--- src/include/pmwd_consts.svh ---
// Constants for the power mode and wake detect block.
`ifndef PMWD_CONSTS_SVH
`define PMWD_CONSTS_SVH

// ----------------------------------------------------------------
// Power mode field
// ----------------------------------------------------------------
`define PMWD_MODE_LSB        3
`define PMWD_MODE_MSB        4
`define PMWD_MODE_NORMAL     2'h0
`define PMWD_MODE_ENERGY     2'h1
`define PMWD_MODE_SOFT_PD    2'h3
`define PMWD_MODE_RESET      2'h0

// ----------------------------------------------------------------
// Timing
// ----------------------------------------------------------------
`define PMWD_CLK_PERIOD_NS   20
`define PMWD_WAKE_ENERGY_NS  100
`define PMWD_WAKE_ENERGY_CYC \
    ((`PMWD_WAKE_ENERGY_NS + `PMWD_CLK_PERIOD_NS - 1) / `PMWD_CLK_PERIOD_NS)
`define PMWD_PULSE_PERIOD    16'hFFFF
`define PMWD_PULSE_WIDTH     16'h0004

// ----------------------------------------------------------------
// Wake pattern
// ----------------------------------------------------------------
`define PMWD_SYNC_BYTE       8'hFF
`define PMWD_SYNC_LEN        3'h6
`define PMWD_ADDR_COPIES     5'h10
`define PMWD_NUM_PORTS       5

`endif

--- src/include/pmwd_pkg.sv ---
// Types for the power mode and wake detect block.
package pmwd_pkg;
    typedef enum logic [1:0]
    {
        PMWD_SUB_NORMAL = 2'h0,
        PMWD_SUB_LOW    = 2'h1
    } pmwd_sub_e;

    typedef enum logic [1:0]
    {
        PMWD_WP_SYNC = 2'h0,
        PMWD_WP_ADDR = 2'h1,
        PMWD_WP_DONE = 2'h3
    } pmwd_wp_e;
endpackage

--- src/hdl/pmwd_fifo.sv ---
// Parameterised valid/ready FIFO for the receive byte stream.
`timescale 1ns/1ps
module pmwd_fifo #(
    parameter int WIDTH = 9,
    parameter int DEPTH = 16
) (
    input  wire logic             clk_sys,   // System clock.
    input  wire logic             sys_rst,   // Asynchronous reset, high.
    input  wire logic [WIDTH-1:0] in_data,   // Write data.
    input  wire logic             in_valid,  // Write request.
    output logic                  in_ready,  // Not full.
    output logic      [WIDTH-1:0] out_data,  // Read data.
    output logic                  out_valid, // Not empty.
    input  wire logic             out_ready  // Read accept.
);
    localparam int AW = $clog2(DEPTH);

    logic [WIDTH-1:0] mem_q [DEPTH];
    logic [AW:0]      wr_q;
    logic [AW:0]      rd_q;

    // ----------------------------------------------------------------
    // Pointers carry an extra wrap bit so full and empty are exact.
    // ----------------------------------------------------------------
    assign in_ready  = (wr_q[AW-1:0] != rd_q[AW-1:0]) || (wr_q[AW] == rd_q[AW]);
    assign out_valid = (wr_q != rd_q);
    assign out_data  = mem_q[rd_q[AW-1:0]];

    // Storage has no reset; only the pointers need one.
    always_ff @(posedge clk_sys)
    begin
        if (in_valid && in_ready)
        begin
            mem_q[wr_q[AW-1:0]] <= in_data;
        end
    end

    // Pointer update.
    always_ff @(posedge clk_sys or posedge sys_rst)
    begin
        if (sys_rst)
        begin
            wr_q <= '0;
            rd_q <= '0;
        end
        else
        begin
            if (in_valid && in_ready)
            begin
                wr_q <= wr_q + 1'b1;
            end
            if (out_valid && out_ready)
            begin
                rd_q <= rd_q + 1'b1;
            end
        end
    end
endmodule

--- src/hdl/pmwd_power_ctrl.sv ---
// Global power mode controller with energy-sense substates and wake detection.
`timescale 1ns/1ps
`include "pmwd_consts.svh"
module pmwd_power_ctrl
    import pmwd_pkg::*;
(
    input  wire logic        clk_sys,           // System clock, 50 MHz.
    input  wire logic        sys_rst,           // Asynchronous reset, high.
    input  wire logic [7:0]  pd_ctrl_wr_data,   // Control byte; mode in [4:3].
    input  wire logic        pd_ctrl_wr,        // Write strobe for control byte.
    output logic      [1:0]  mode_q,            // Active global mode.
    input  wire logic [15:0] absent_limit,      // Energy absent cycles before low.
    input  wire logic [15:0] wake_energy_limit, // Energy present cycles for wake.
    input  wire logic        energy_in,         // Receive energy sensed.
    input  wire logic        link_up_in,        // Link status.
    input  wire logic [4:0]  port_pd_req,       // Per-port power down request.
    output logic      [4:0]  port_power_on,     // Per-port power enable.
    output logic             pll_enable,        // Internal PLL clock enable.
    output logic             mac_enable,        // MAC enable.
    output logic             host_if_enable,    // Host data interface enable.
    output logic             phy_enable,        // Full PHY enable.
    output logic             phy_rx_sense_on,   // Receive energy sensing enable.
    output logic             mgmt_enable,       // Management interface enable.
    output logic             link_pulse,        // Low substate link pulse.
    output logic             low_substate,      // In energy low substate.
    output logic             soft_reset_pulse,  // One cycle: regs default.
    output logic             strap_sample,      // One cycle: resample straps.
    input  wire logic [47:0] node_addr,         // Our MAC address.
    input  wire logic [7:0]  rx_data,           // Received byte.
    input  wire logic        rx_sof,            // First byte of frame.
    input  wire logic        rx_valid,          // Byte valid.
    output logic             rx_ready,          // Stream ready.
    input  wire logic        rx_for_us,         // Frame addressed to us or broadcast.
    input  wire logic [2:0]  wake_en,           // Enables: pattern, link, energy.
    input  wire logic        pme_route_irq,     // 1 routes events to irq pin.
    input  wire logic [2:0]  wake_clr,          // Clear status bits.
    output logic      [2:0]  wake_status_q,     // Sticky: pattern, link, energy.
    output logic             power_event_out_n, // Power event pin, low active.
    output logic             irq_out_n          // Interrupt pin, low active.
);
    // ----------------------------------------------------------------
    // Global mode register
    // ----------------------------------------------------------------
    logic [1:0] req_mode;
    logic       leave_soft;

    assign req_mode   = pd_ctrl_wr_data[`PMWD_MODE_MSB:`PMWD_MODE_LSB];
    assign leave_soft = pd_ctrl_wr && (mode_q == `PMWD_MODE_SOFT_PD)
                        && (req_mode != `PMWD_MODE_SOFT_PD);

    // A single encoded field makes two modes at once impossible.
    always_ff @(posedge clk_sys or posedge sys_rst)
    begin
        if (sys_rst)
        begin
            mode_q <= `PMWD_MODE_RESET;
        end
        else if (pd_ctrl_wr && (req_mode != 2'h2))
        begin
            mode_q <= req_mode;
        end
    end

    // Leaving soft power down pulses the register reset and strap capture.
    always_ff @(posedge clk_sys or posedge sys_rst)
    begin
        if (sys_rst)
        begin
            soft_reset_pulse <= 1'b0;
            strap_sample     <= 1'b0;
        end
        else
        begin
            soft_reset_pulse <= leave_soft;
            strap_sample     <= leave_soft;
        end
    end

    // ----------------------------------------------------------------
    // Energy-sense substates
    // ----------------------------------------------------------------
    pmwd_sub_e   sub_q;
    logic [15:0] absent_cnt_q;
    logic [15:0] present_cnt_q;
    logic [15:0] pulse_cnt_q;

    // Absence and presence counters saturate so long idles do not wrap.
    always_ff @(posedge clk_sys or posedge sys_rst)
    begin
        if (sys_rst)
        begin
            absent_cnt_q  <= 16'h0000;
            present_cnt_q <= 16'h0000;
        end
        else
        begin
            absent_cnt_q  <= energy_in ? 16'h0000 :
                             ((&absent_cnt_q) ? absent_cnt_q : absent_cnt_q + 16'h0001);
            present_cnt_q <= !energy_in ? 16'h0000 :
                             ((&present_cnt_q) ? present_cnt_q : present_cnt_q + 16'h0001);
        end
    end

    // Substate machine, only live in energy mode.
    always_ff @(posedge clk_sys or posedge sys_rst)
    begin
        if (sys_rst)
        begin
            sub_q <= PMWD_SUB_NORMAL;
        end
        else if (mode_q != `PMWD_MODE_ENERGY)
        begin
            sub_q <= PMWD_SUB_NORMAL;
        end
        else
        begin
            unique case (sub_q)
                PMWD_SUB_NORMAL:
                begin
                    if (absent_cnt_q > absent_limit)
                    begin
                        sub_q <= PMWD_SUB_LOW;
                    end
                end
                PMWD_SUB_LOW:
                begin
                    if (present_cnt_q > 16'(`PMWD_WAKE_ENERGY_CYC))
                    begin
                        sub_q <= PMWD_SUB_NORMAL;
                    end
                end
                default:
                begin
                    sub_q <= PMWD_SUB_NORMAL;
                end
            endcase
        end
    end

    // Sparse link pulses while in the low substate.
    always_ff @(posedge clk_sys or posedge sys_rst)
    begin
        if (sys_rst)
        begin
            pulse_cnt_q <= 16'h0000;
        end
        else if (sub_q != PMWD_SUB_LOW || pulse_cnt_q == `PMWD_PULSE_PERIOD)
        begin
            pulse_cnt_q <= 16'h0000;
        end
        else
        begin
            pulse_cnt_q <= pulse_cnt_q + 16'h0001;
        end
    end

    assign low_substate = (sub_q == PMWD_SUB_LOW);
    assign link_pulse   = low_substate && (pulse_cnt_q < `PMWD_PULSE_WIDTH);

    // ----------------------------------------------------------------
    // Block enables per mode
    // ----------------------------------------------------------------
    logic is_normal;
    assign is_normal       = (mode_q == `PMWD_MODE_NORMAL);
    assign pll_enable      = is_normal;
    assign mac_enable      = is_normal;
    assign host_if_enable  = is_normal;
    assign phy_enable      = is_normal;
    assign phy_rx_sense_on = (mode_q != `PMWD_MODE_SOFT_PD);
    assign mgmt_enable     = 1'b1;
    // Port power down works on top of normal and energy modes; soft power down turns every port off.
    assign port_power_on   = phy_rx_sense_on ? ~port_pd_req : 5'h00;

    // ----------------------------------------------------------------
    // Wake pattern matcher fed through the FIFO
    // ----------------------------------------------------------------
    logic [8:0] fifo_data;
    logic       fifo_valid;
    logic       wp_hit;
    pmwd_wp_e   wp_q;
    logic [2:0] sync_cnt_q;
    logic [2:0] byte_idx_q;
    logic [4:0] copy_cnt_q;
    logic [7:0] exp_byte;

    // Matcher drains every cycle in normal and energy modes; back-pressure reaches rx_ready when full.
    pmwd_fifo #(.WIDTH(9), .DEPTH(16)) u_fifo (
        .clk_sys   (clk_sys),
        .sys_rst   (sys_rst),
        .in_data   ({rx_sof, rx_data}),
        .in_valid  (rx_valid && rx_for_us && wake_en[0]),
        .in_ready  (rx_ready),
        .out_data  (fifo_data),
        .out_valid (fifo_valid),
        .out_ready (mac_enable || mode_q == `PMWD_MODE_ENERGY)
    );

    // Address bytes go out most significant first, as on the wire.
    function automatic logic [7:0] addr_byte(input logic [47:0] a, input logic [2:0] i);
        addr_byte = a[8'(47 - 8 * i) -: 8];
    endfunction

    assign exp_byte = addr_byte(node_addr, byte_idx_q);
    logic pop;
    assign pop = fifo_valid && (mac_enable || mode_q == `PMWD_MODE_ENERGY);

    // Search runs over any payload offset; a break falls back to sync.
    always_ff @(posedge clk_sys or posedge sys_rst)
    begin
        if (sys_rst)
        begin
            wp_q       <= PMWD_WP_SYNC;
            sync_cnt_q <= 3'h0;
            byte_idx_q <= 3'h0;
            copy_cnt_q <= 5'h00;
        end
        else if (pop)
        begin
            if (fifo_data[8] || wp_q == PMWD_WP_DONE)
            begin
                // New frame: no partial match survives.
                wp_q       <= PMWD_WP_SYNC;
                byte_idx_q <= 3'h0;
                copy_cnt_q <= 5'h00;
                sync_cnt_q <= (fifo_data[7:0] == `PMWD_SYNC_BYTE) ? 3'h1 : 3'h0;
            end
            else
            begin
                unique case (wp_q)
                    PMWD_WP_SYNC:
                    begin
                        if (fifo_data[7:0] != `PMWD_SYNC_BYTE)
                        begin
                            sync_cnt_q <= 3'h0;
                        end
                        else if (sync_cnt_q == `PMWD_SYNC_LEN - 3'h1)
                        begin
                            wp_q <= PMWD_WP_ADDR;
                        end
                        else
                        begin
                            sync_cnt_q <= sync_cnt_q + 3'h1;
                        end
                    end
                    PMWD_WP_ADDR:
                    begin
                        if (fifo_data[7:0] != exp_byte)
                        begin
                            // An extra 0xFF right after a full sync run only lengthens it,
                            // so the address search stays armed; other breaks resync.
                            wp_q       <= (fifo_data[7:0] == `PMWD_SYNC_BYTE
                                           && byte_idx_q == 3'h0 && copy_cnt_q == 5'h00)
                                          ? PMWD_WP_ADDR : PMWD_WP_SYNC;
                            byte_idx_q <= 3'h0;
                            copy_cnt_q <= 5'h00;
                            sync_cnt_q <= (fifo_data[7:0] == `PMWD_SYNC_BYTE) ? 3'h1 : 3'h0;
                        end
                        else if (byte_idx_q == 3'h5)
                        begin
                            byte_idx_q <= 3'h0;
                            copy_cnt_q <= copy_cnt_q + 5'h01;
                            if (copy_cnt_q == `PMWD_ADDR_COPIES - 5'h01)
                            begin
                                wp_q <= PMWD_WP_DONE;
                            end
                        end
                        else
                        begin
                            byte_idx_q <= byte_idx_q + 3'h1;
                        end
                    end
                    default:
                    begin
                        wp_q <= PMWD_WP_SYNC;
                    end
                endcase
            end
        end
    end

    assign wp_hit = pop && !fifo_data[8] && wp_q == PMWD_WP_ADDR && byte_idx_q == 3'h5
                    && fifo_data[7:0] == exp_byte && copy_cnt_q == `PMWD_ADDR_COPIES - 5'h01;

    // ----------------------------------------------------------------
    // Wake events and status
    // ----------------------------------------------------------------
    logic       link_q;
    logic [2:0] ev;

    always_ff @(posedge clk_sys or posedge sys_rst)
    begin
        if (sys_rst)
        begin
            link_q <= 1'b0;
        end
        else
        begin
            link_q <= link_up_in;
        end
    end

    assign ev[0] = wp_hit;
    assign ev[1] = link_up_in && !link_q;
    assign ev[2] = energy_in && (present_cnt_q == wake_energy_limit);

    // Set beats clear in the same cycle; each source gated by its enable.
    always_ff @(posedge clk_sys or posedge sys_rst)
    begin
        if (sys_rst)
        begin
            wake_status_q <= 3'h0;
        end
        else
        begin
            wake_status_q <= (wake_status_q & ~wake_clr) | (ev & wake_en);
        end
    end

    // Pins driven from flops so they never glitch.
    always_ff @(posedge clk_sys or posedge sys_rst)
    begin
        if (sys_rst)
        begin
            power_event_out_n <= 1'b1;
            irq_out_n         <= 1'b1;
        end
        else
        begin
            power_event_out_n <= !((|wake_status_q) && !pme_route_irq);
            irq_out_n         <= !((|wake_status_q) && pme_route_irq);
        end
    end

    // ----------------------------------------------------------------
    // Checks
    // ----------------------------------------------------------------
    property p_mode_reset;
        @(posedge clk_sys) $fell(sys_rst) |-> mode_q == `PMWD_MODE_NORMAL;
    endproperty
    a_mode_reset: assert property (p_mode_reset) else $error("mode not normal after reset");

    property p_mode_write;
        @(posedge clk_sys) disable iff (sys_rst)
        pd_ctrl_wr && req_mode == `PMWD_MODE_ENERGY |=> mode_q == `PMWD_MODE_ENERGY;
    endproperty
    a_mode_write: assert property (p_mode_write) else $error("energy mode not entered");

    property p_energy_off;
        @(posedge clk_sys) disable iff (sys_rst)
        mode_q == `PMWD_MODE_ENERGY |-> !pll_enable && !mac_enable && phy_rx_sense_on;
    endproperty
    a_energy_off: assert property (p_energy_off) else $error("energy mode enables wrong");

    property p_soft_off;
        @(posedge clk_sys) disable iff (sys_rst)
        mode_q == `PMWD_MODE_SOFT_PD |-> !phy_rx_sense_on && mgmt_enable && !pll_enable;
    endproperty
    a_soft_off: assert property (p_soft_off) else $error("soft power down enables wrong");

    property p_leave_soft;
        @(posedge clk_sys) disable iff (sys_rst)
        leave_soft |=> soft_reset_pulse && strap_sample ##1 !soft_reset_pulse;
    endproperty
    a_leave_soft: assert property (p_leave_soft) else $error("soft exit pulse wrong");

    property p_low_exit;
        @(posedge clk_sys) disable iff (sys_rst)
        low_substate && mode_q == `PMWD_MODE_ENERGY && energy_in [*7] |=> !low_substate;
    endproperty
    a_low_exit: assert property (p_low_exit) else $error("low substate not left");

    property p_link_wake;
        @(posedge clk_sys) disable iff (sys_rst)
        $rose(link_up_in) && wake_en[1] |=> wake_status_q[1];
    endproperty
    a_link_wake: assert property (p_link_wake) else $error("link wake not raised");

    property p_sticky;
        @(posedge clk_sys) disable iff (sys_rst)
        wake_status_q[0] && !wake_clr[0] |=> wake_status_q[0];
    endproperty
    a_sticky: assert property (p_sticky) else $error("wake status lost");

    property p_pin;
        @(posedge clk_sys) disable iff (sys_rst)
        (|wake_status_q) && !pme_route_irq |=> !power_event_out_n;
    endproperty
    a_pin: assert property (p_pin) else $error("power event pin not asserted");
endmodule

--- config.mk ---
export PLATFORM = sky130hd
export DESIGN_NAME = pmwd_power_ctrl
export DESIGN_NICKNAME = d
export VERILOG_FILES = /design/src/include/pmwd_pkg.sv /design/src/hdl/pmwd_fifo.sv /design/src/hdl/pmwd_power_ctrl.sv
export VERILOG_INCLUDE_DIRS = /design/src /design/src/include
export SDC_FILE = /design/constraint.sdc
export NUM_CORES = 1
export LEC_CHECK = 0
export ABC_AREA = 1
export BUFFER_PORTS_ARGS = -buffer_cell sky130_fd_sc_hd__buf_2
export CAP_MARGIN = 5
export CORE_UTILIZATION = 45
export CTS_CLUSTER_DIAMETER = 200
export DETAILED_ROUTE_END_ITERATION = 16
export GPL_TIMING_DRIVEN = 1
export PLACE_DENSITY = 0.74
export SLEW_MARGIN = 20
export SYNTH_ARGS = -nofsm -noshare
export SYNTH_HDL_FRONTEND = slang
export SYNTH_HIERARCHICAL = 1
export SYNTH_SLANG_ARGS = --single-unit
--- constraint.sdc ---
create_clock -name clk_sys -period 2.2 [get_ports clk_sys]
set_input_delay 0.11 -clock clk_sys [delete_from_list [all_inputs] [get_ports clk_sys]]
set_output_delay 0.11 -clock clk_sys [all_outputs]
set_load 0.01 [all_outputs]
==> reports/metrics.yaml <==
synthesis:
  synth.top_cells.by_count: "nand2_1 (353), nor2_1 (179), edfxtp_1 (144)"
  syn-instance-count: 1356
  async_flop_share_pct: 36.00
  synth_seq_cells: 225
  yosysUniqueCellTypes: 54
  yosysWarnings: 6
  synth_top_area_cell: "edfxtp_1"
  synth_top_area_share_pct: 36.54
  yosysMostFrequentCell: "nand2_1"
  synth_edf_count: 144
  ys.flop_type: "edfxtp_1"
  syn_nets: 1504
  synthTopCellsByArea: "edfxtp_1 (37%), dfrtp_1 (17%), nand2_1 (11%), nor2_1 (5.7%), nand3_1 (4.4%)"
  syn_area_um2: 11840
  syn_area_per_cell_um2: 8.728
  synth-seq-area-share_pct: 53.68
routing:
  vias_per_cell: 5.285
  dr.first_iter.drc_count: 921
  drtPass1Iterations: 6
  wl_per_cell_um: 15.94
  vias: 10100
  drc: 0
  ant_nets: 0
  finalWirelength_um: 30440
outcome:
  status: "finished, violations left"
  violations: "negative setup slack"
clocking:
  cts_root_buffer: "clkbuf_16"
  clkSinkCount: 225
  clk_path_buf_depth: 3
  cts-buffers-inserted: 24
  cts_max_level: 1
  cts_tree: "yes"
  path_clk_slew_ps: 60
  clock_latency_ps: 520
floorplan:
  rows: 58
  initial_utilization_pct: 46.46
  fp.dieArea_um2: 26950
  fp.dieW_um: 164.2
  ios: 139
  core_area_um2: 25470
  die_h_um: 164.2
layout:
  fin_nets: 1712
  drive_gt1_share_pct: 25.57
  fill_cells: 2089
  syn2layout_area_growth_pct: 25.31
  diodes: 0
pwr:
  p_per_area_nw_per_um2: 984.1
  p_total_mw: 14.60
  p_seq_share_pct: 33.1
  ir_drop_uv: 691.6
  internal-power_mw: 9.384
  p_comb_share_pct: 39.3
  p_switching_mw: 5.212
  clockPowerShare_pct: 27.5
  p_leak_nw: 6.444
  swShare_pct: 35.71
job:
  drv_cap: 0
global_route:
  antenna_found_initial: 0
  grt_usage_pct: 22.21
  overflow: 0
  grt_start_max_net_pins: 40
  grt_pass1_vias: 9646
  grt_pass1_wl_um: 47150
sta:
  final.hold.worst_slack_ps: 21.20
  skew_ps: 15.02
  slew_headroom_pct: 57.15
  final_hold_viol_count: 0
  rsz0062_at_grt: "yes"
  worst_pin_slew_ps: 641.8
  period_needed_ps: 2458
  worst_slack_ps: -258.3
  setup_violations: 14
  slew_violations: 0
  timing.fmax_mhz: 406.8
  post-route-period-util_pct: 111.7
place:
  gp_congestion: 0.8757
  portBuffers: 131
  dp_hpwl_um: 20780
critical_path:
  cp-start-kind: "flop"
  crit_arrival_ps: 2870
  crit_required_ps: 2610
  cp-end-kind: "flop"
  path_max_fanout: 12
  path_class: "flop to flop"
worst_hold_path:
  hold_class: "primary input to flop"
## sequential cells by signal (all words and copies together), names as in the netlist, 2 cells and up
signal	count
u_fifo/rd_q	5
wake_status_q	3
byte_idx_q	3
absent_cnt_q	16
pulse_cnt_q	16
wp_q	2
mode_q	2
copy_cnt_q	5
sync_cnt_q	3
u_fifo/wr_q	5
present_cnt_q	16
u_fifo/mem_q	144
## timing repair
action / 4_1_cts / 5_1_grt
hold buffers: 14 / 0
pin swaps: 11 / 60
buffers inserted: 6 / 8
endpoints found under the hold margin: 54 / 0
resized for setup: 50 / 120
setup endpoints to repair: 131 / 114
gates cloned: 2 / 2
## cells by family after synthesis
group | Yosys count | share of synthesized area, %
AND/OR/NAND/NOR | 714 | 25.94
flip-flops | 225 | 53.68
buffers and inverters | 190 | 6.861
AO/OA/AOI/OAI | 173 | 8.542
adder cells (fa/ha/maj) | 32 | 3.383
XOR/XNOR | 21 | 1.554
other | 1 | 0.03169
## through the flow
step | setup slack [ps] | TNS [ps] | std cells | cell area [um2] | util (%)
after floorplan | 0.9635 | 0 | 1356 | 11840 | -
after global placement | -158.4 | -11260 | 1836 | 13210 | 51.87
after CTS | -197.7 | -2064 | 1900 | 14360 | 56.39
final | -258.3 | -2773 | 1910 | 14830 | 58.22
after global routing | -398.4 | -6270 | 1910 | 14830 | 58.22
after detailed placement | -235.1 | -16500 | 1836 | 13210 | 51.87
## routing by layer
metal / GRT usage [%] / routed length [um]
met1: 29.00 / 12760
met4: 7.618 / 883
met3: 2.449 / 1907
met2: 38.24 / 14890
met5: 0 / 0
## path summary, 6_finish.rpt
path / depth (start not counted) / start / to / slack [ps]
max: 16 / u_fifo/rd_q[0] / copy_cnt_q[2] / -260
min: 1 / rx_data[7] / u_fifo/mem_q[4][7] / 20
max reg2reg: 16 / u_fifo/rd_q[0] / copy_cnt_q[2] / -260
min reg2reg: 1 / pulse_cnt_q[0] / pulse_cnt_q[0] / 470
max in group asynchronous: 4 / sys_rst / power_event_out_n / 1270
min in group asynchronous: 3 / sys_rst / u_fifo/rd_q[4] / 170
## power by group through the flow
stage          clock [mW]  sequential [mW]  combinational, mW
5_1_grt              4.24             4.85               6.29
3_3_place_gp            0             4.89               4.58
6_report             4.02             4.84               5.74
2_1_floorplan           0             4.85               3.03
4_1_cts              4.08             4.82               5.10
3_5_place_dp            0             4.89               4.67
## cells in the final DEF, fill, tap and decap left out, types with 7 or more instances in the layout
cell type	n
nor4_1	8
clkbuf_16	28
a31oi_1	7
o21ai_0	72
nand4_1	11
o21ai_1	26
a211oi_1	8
nor3_1	16
dlygate4sd3_1	14
nor2_1	137
inv_2	17
buf_2	131
nand2_2	23
buf_4	58
xor2_1	15
a21oi_1	25
buf_12	9
ha_1	31
edfxtp_1	144
buf_6	10
a21oi_2	9
nand3_2	11
nand2_4	11
nand3_1	96
inv_1	124
nor2_2	31
o21ai_2	10
nor2_4	20
nand2_1	331
dfrtp_1	78
## area by class of cell
class / count / area [um2] / share of cell area [%]
flip-flops and latches: 225 / 6355 / 42.85
multi-input cells: 942 / 5092 / 34.34
repair buffers: 227 / 1632 / 11.00
clock buffers: 33 / 686.9 / 4.632
inverters: 144 / 548.0 / 3.695
well taps: 330 / 412.9 / 2.784
clock inverters: 9 / 103.9 / 0.7002
## critical path: stages, from the launching register on
cell,delay (ps)
dfrtp_2,490
clkinv_4,130
buf_4,210
o21ai_1,200
nand3_1,150
nand3_1,170
nand2_4,80
inv_2,60
nand2_1,50
nand2_1,70
nand2_2,60
nor2_4,120
nand2_4,80
nor2_8,170
nand2_4,110
nand2_4,130
o21ai_2,70
(Power assumes the default switching activity.)
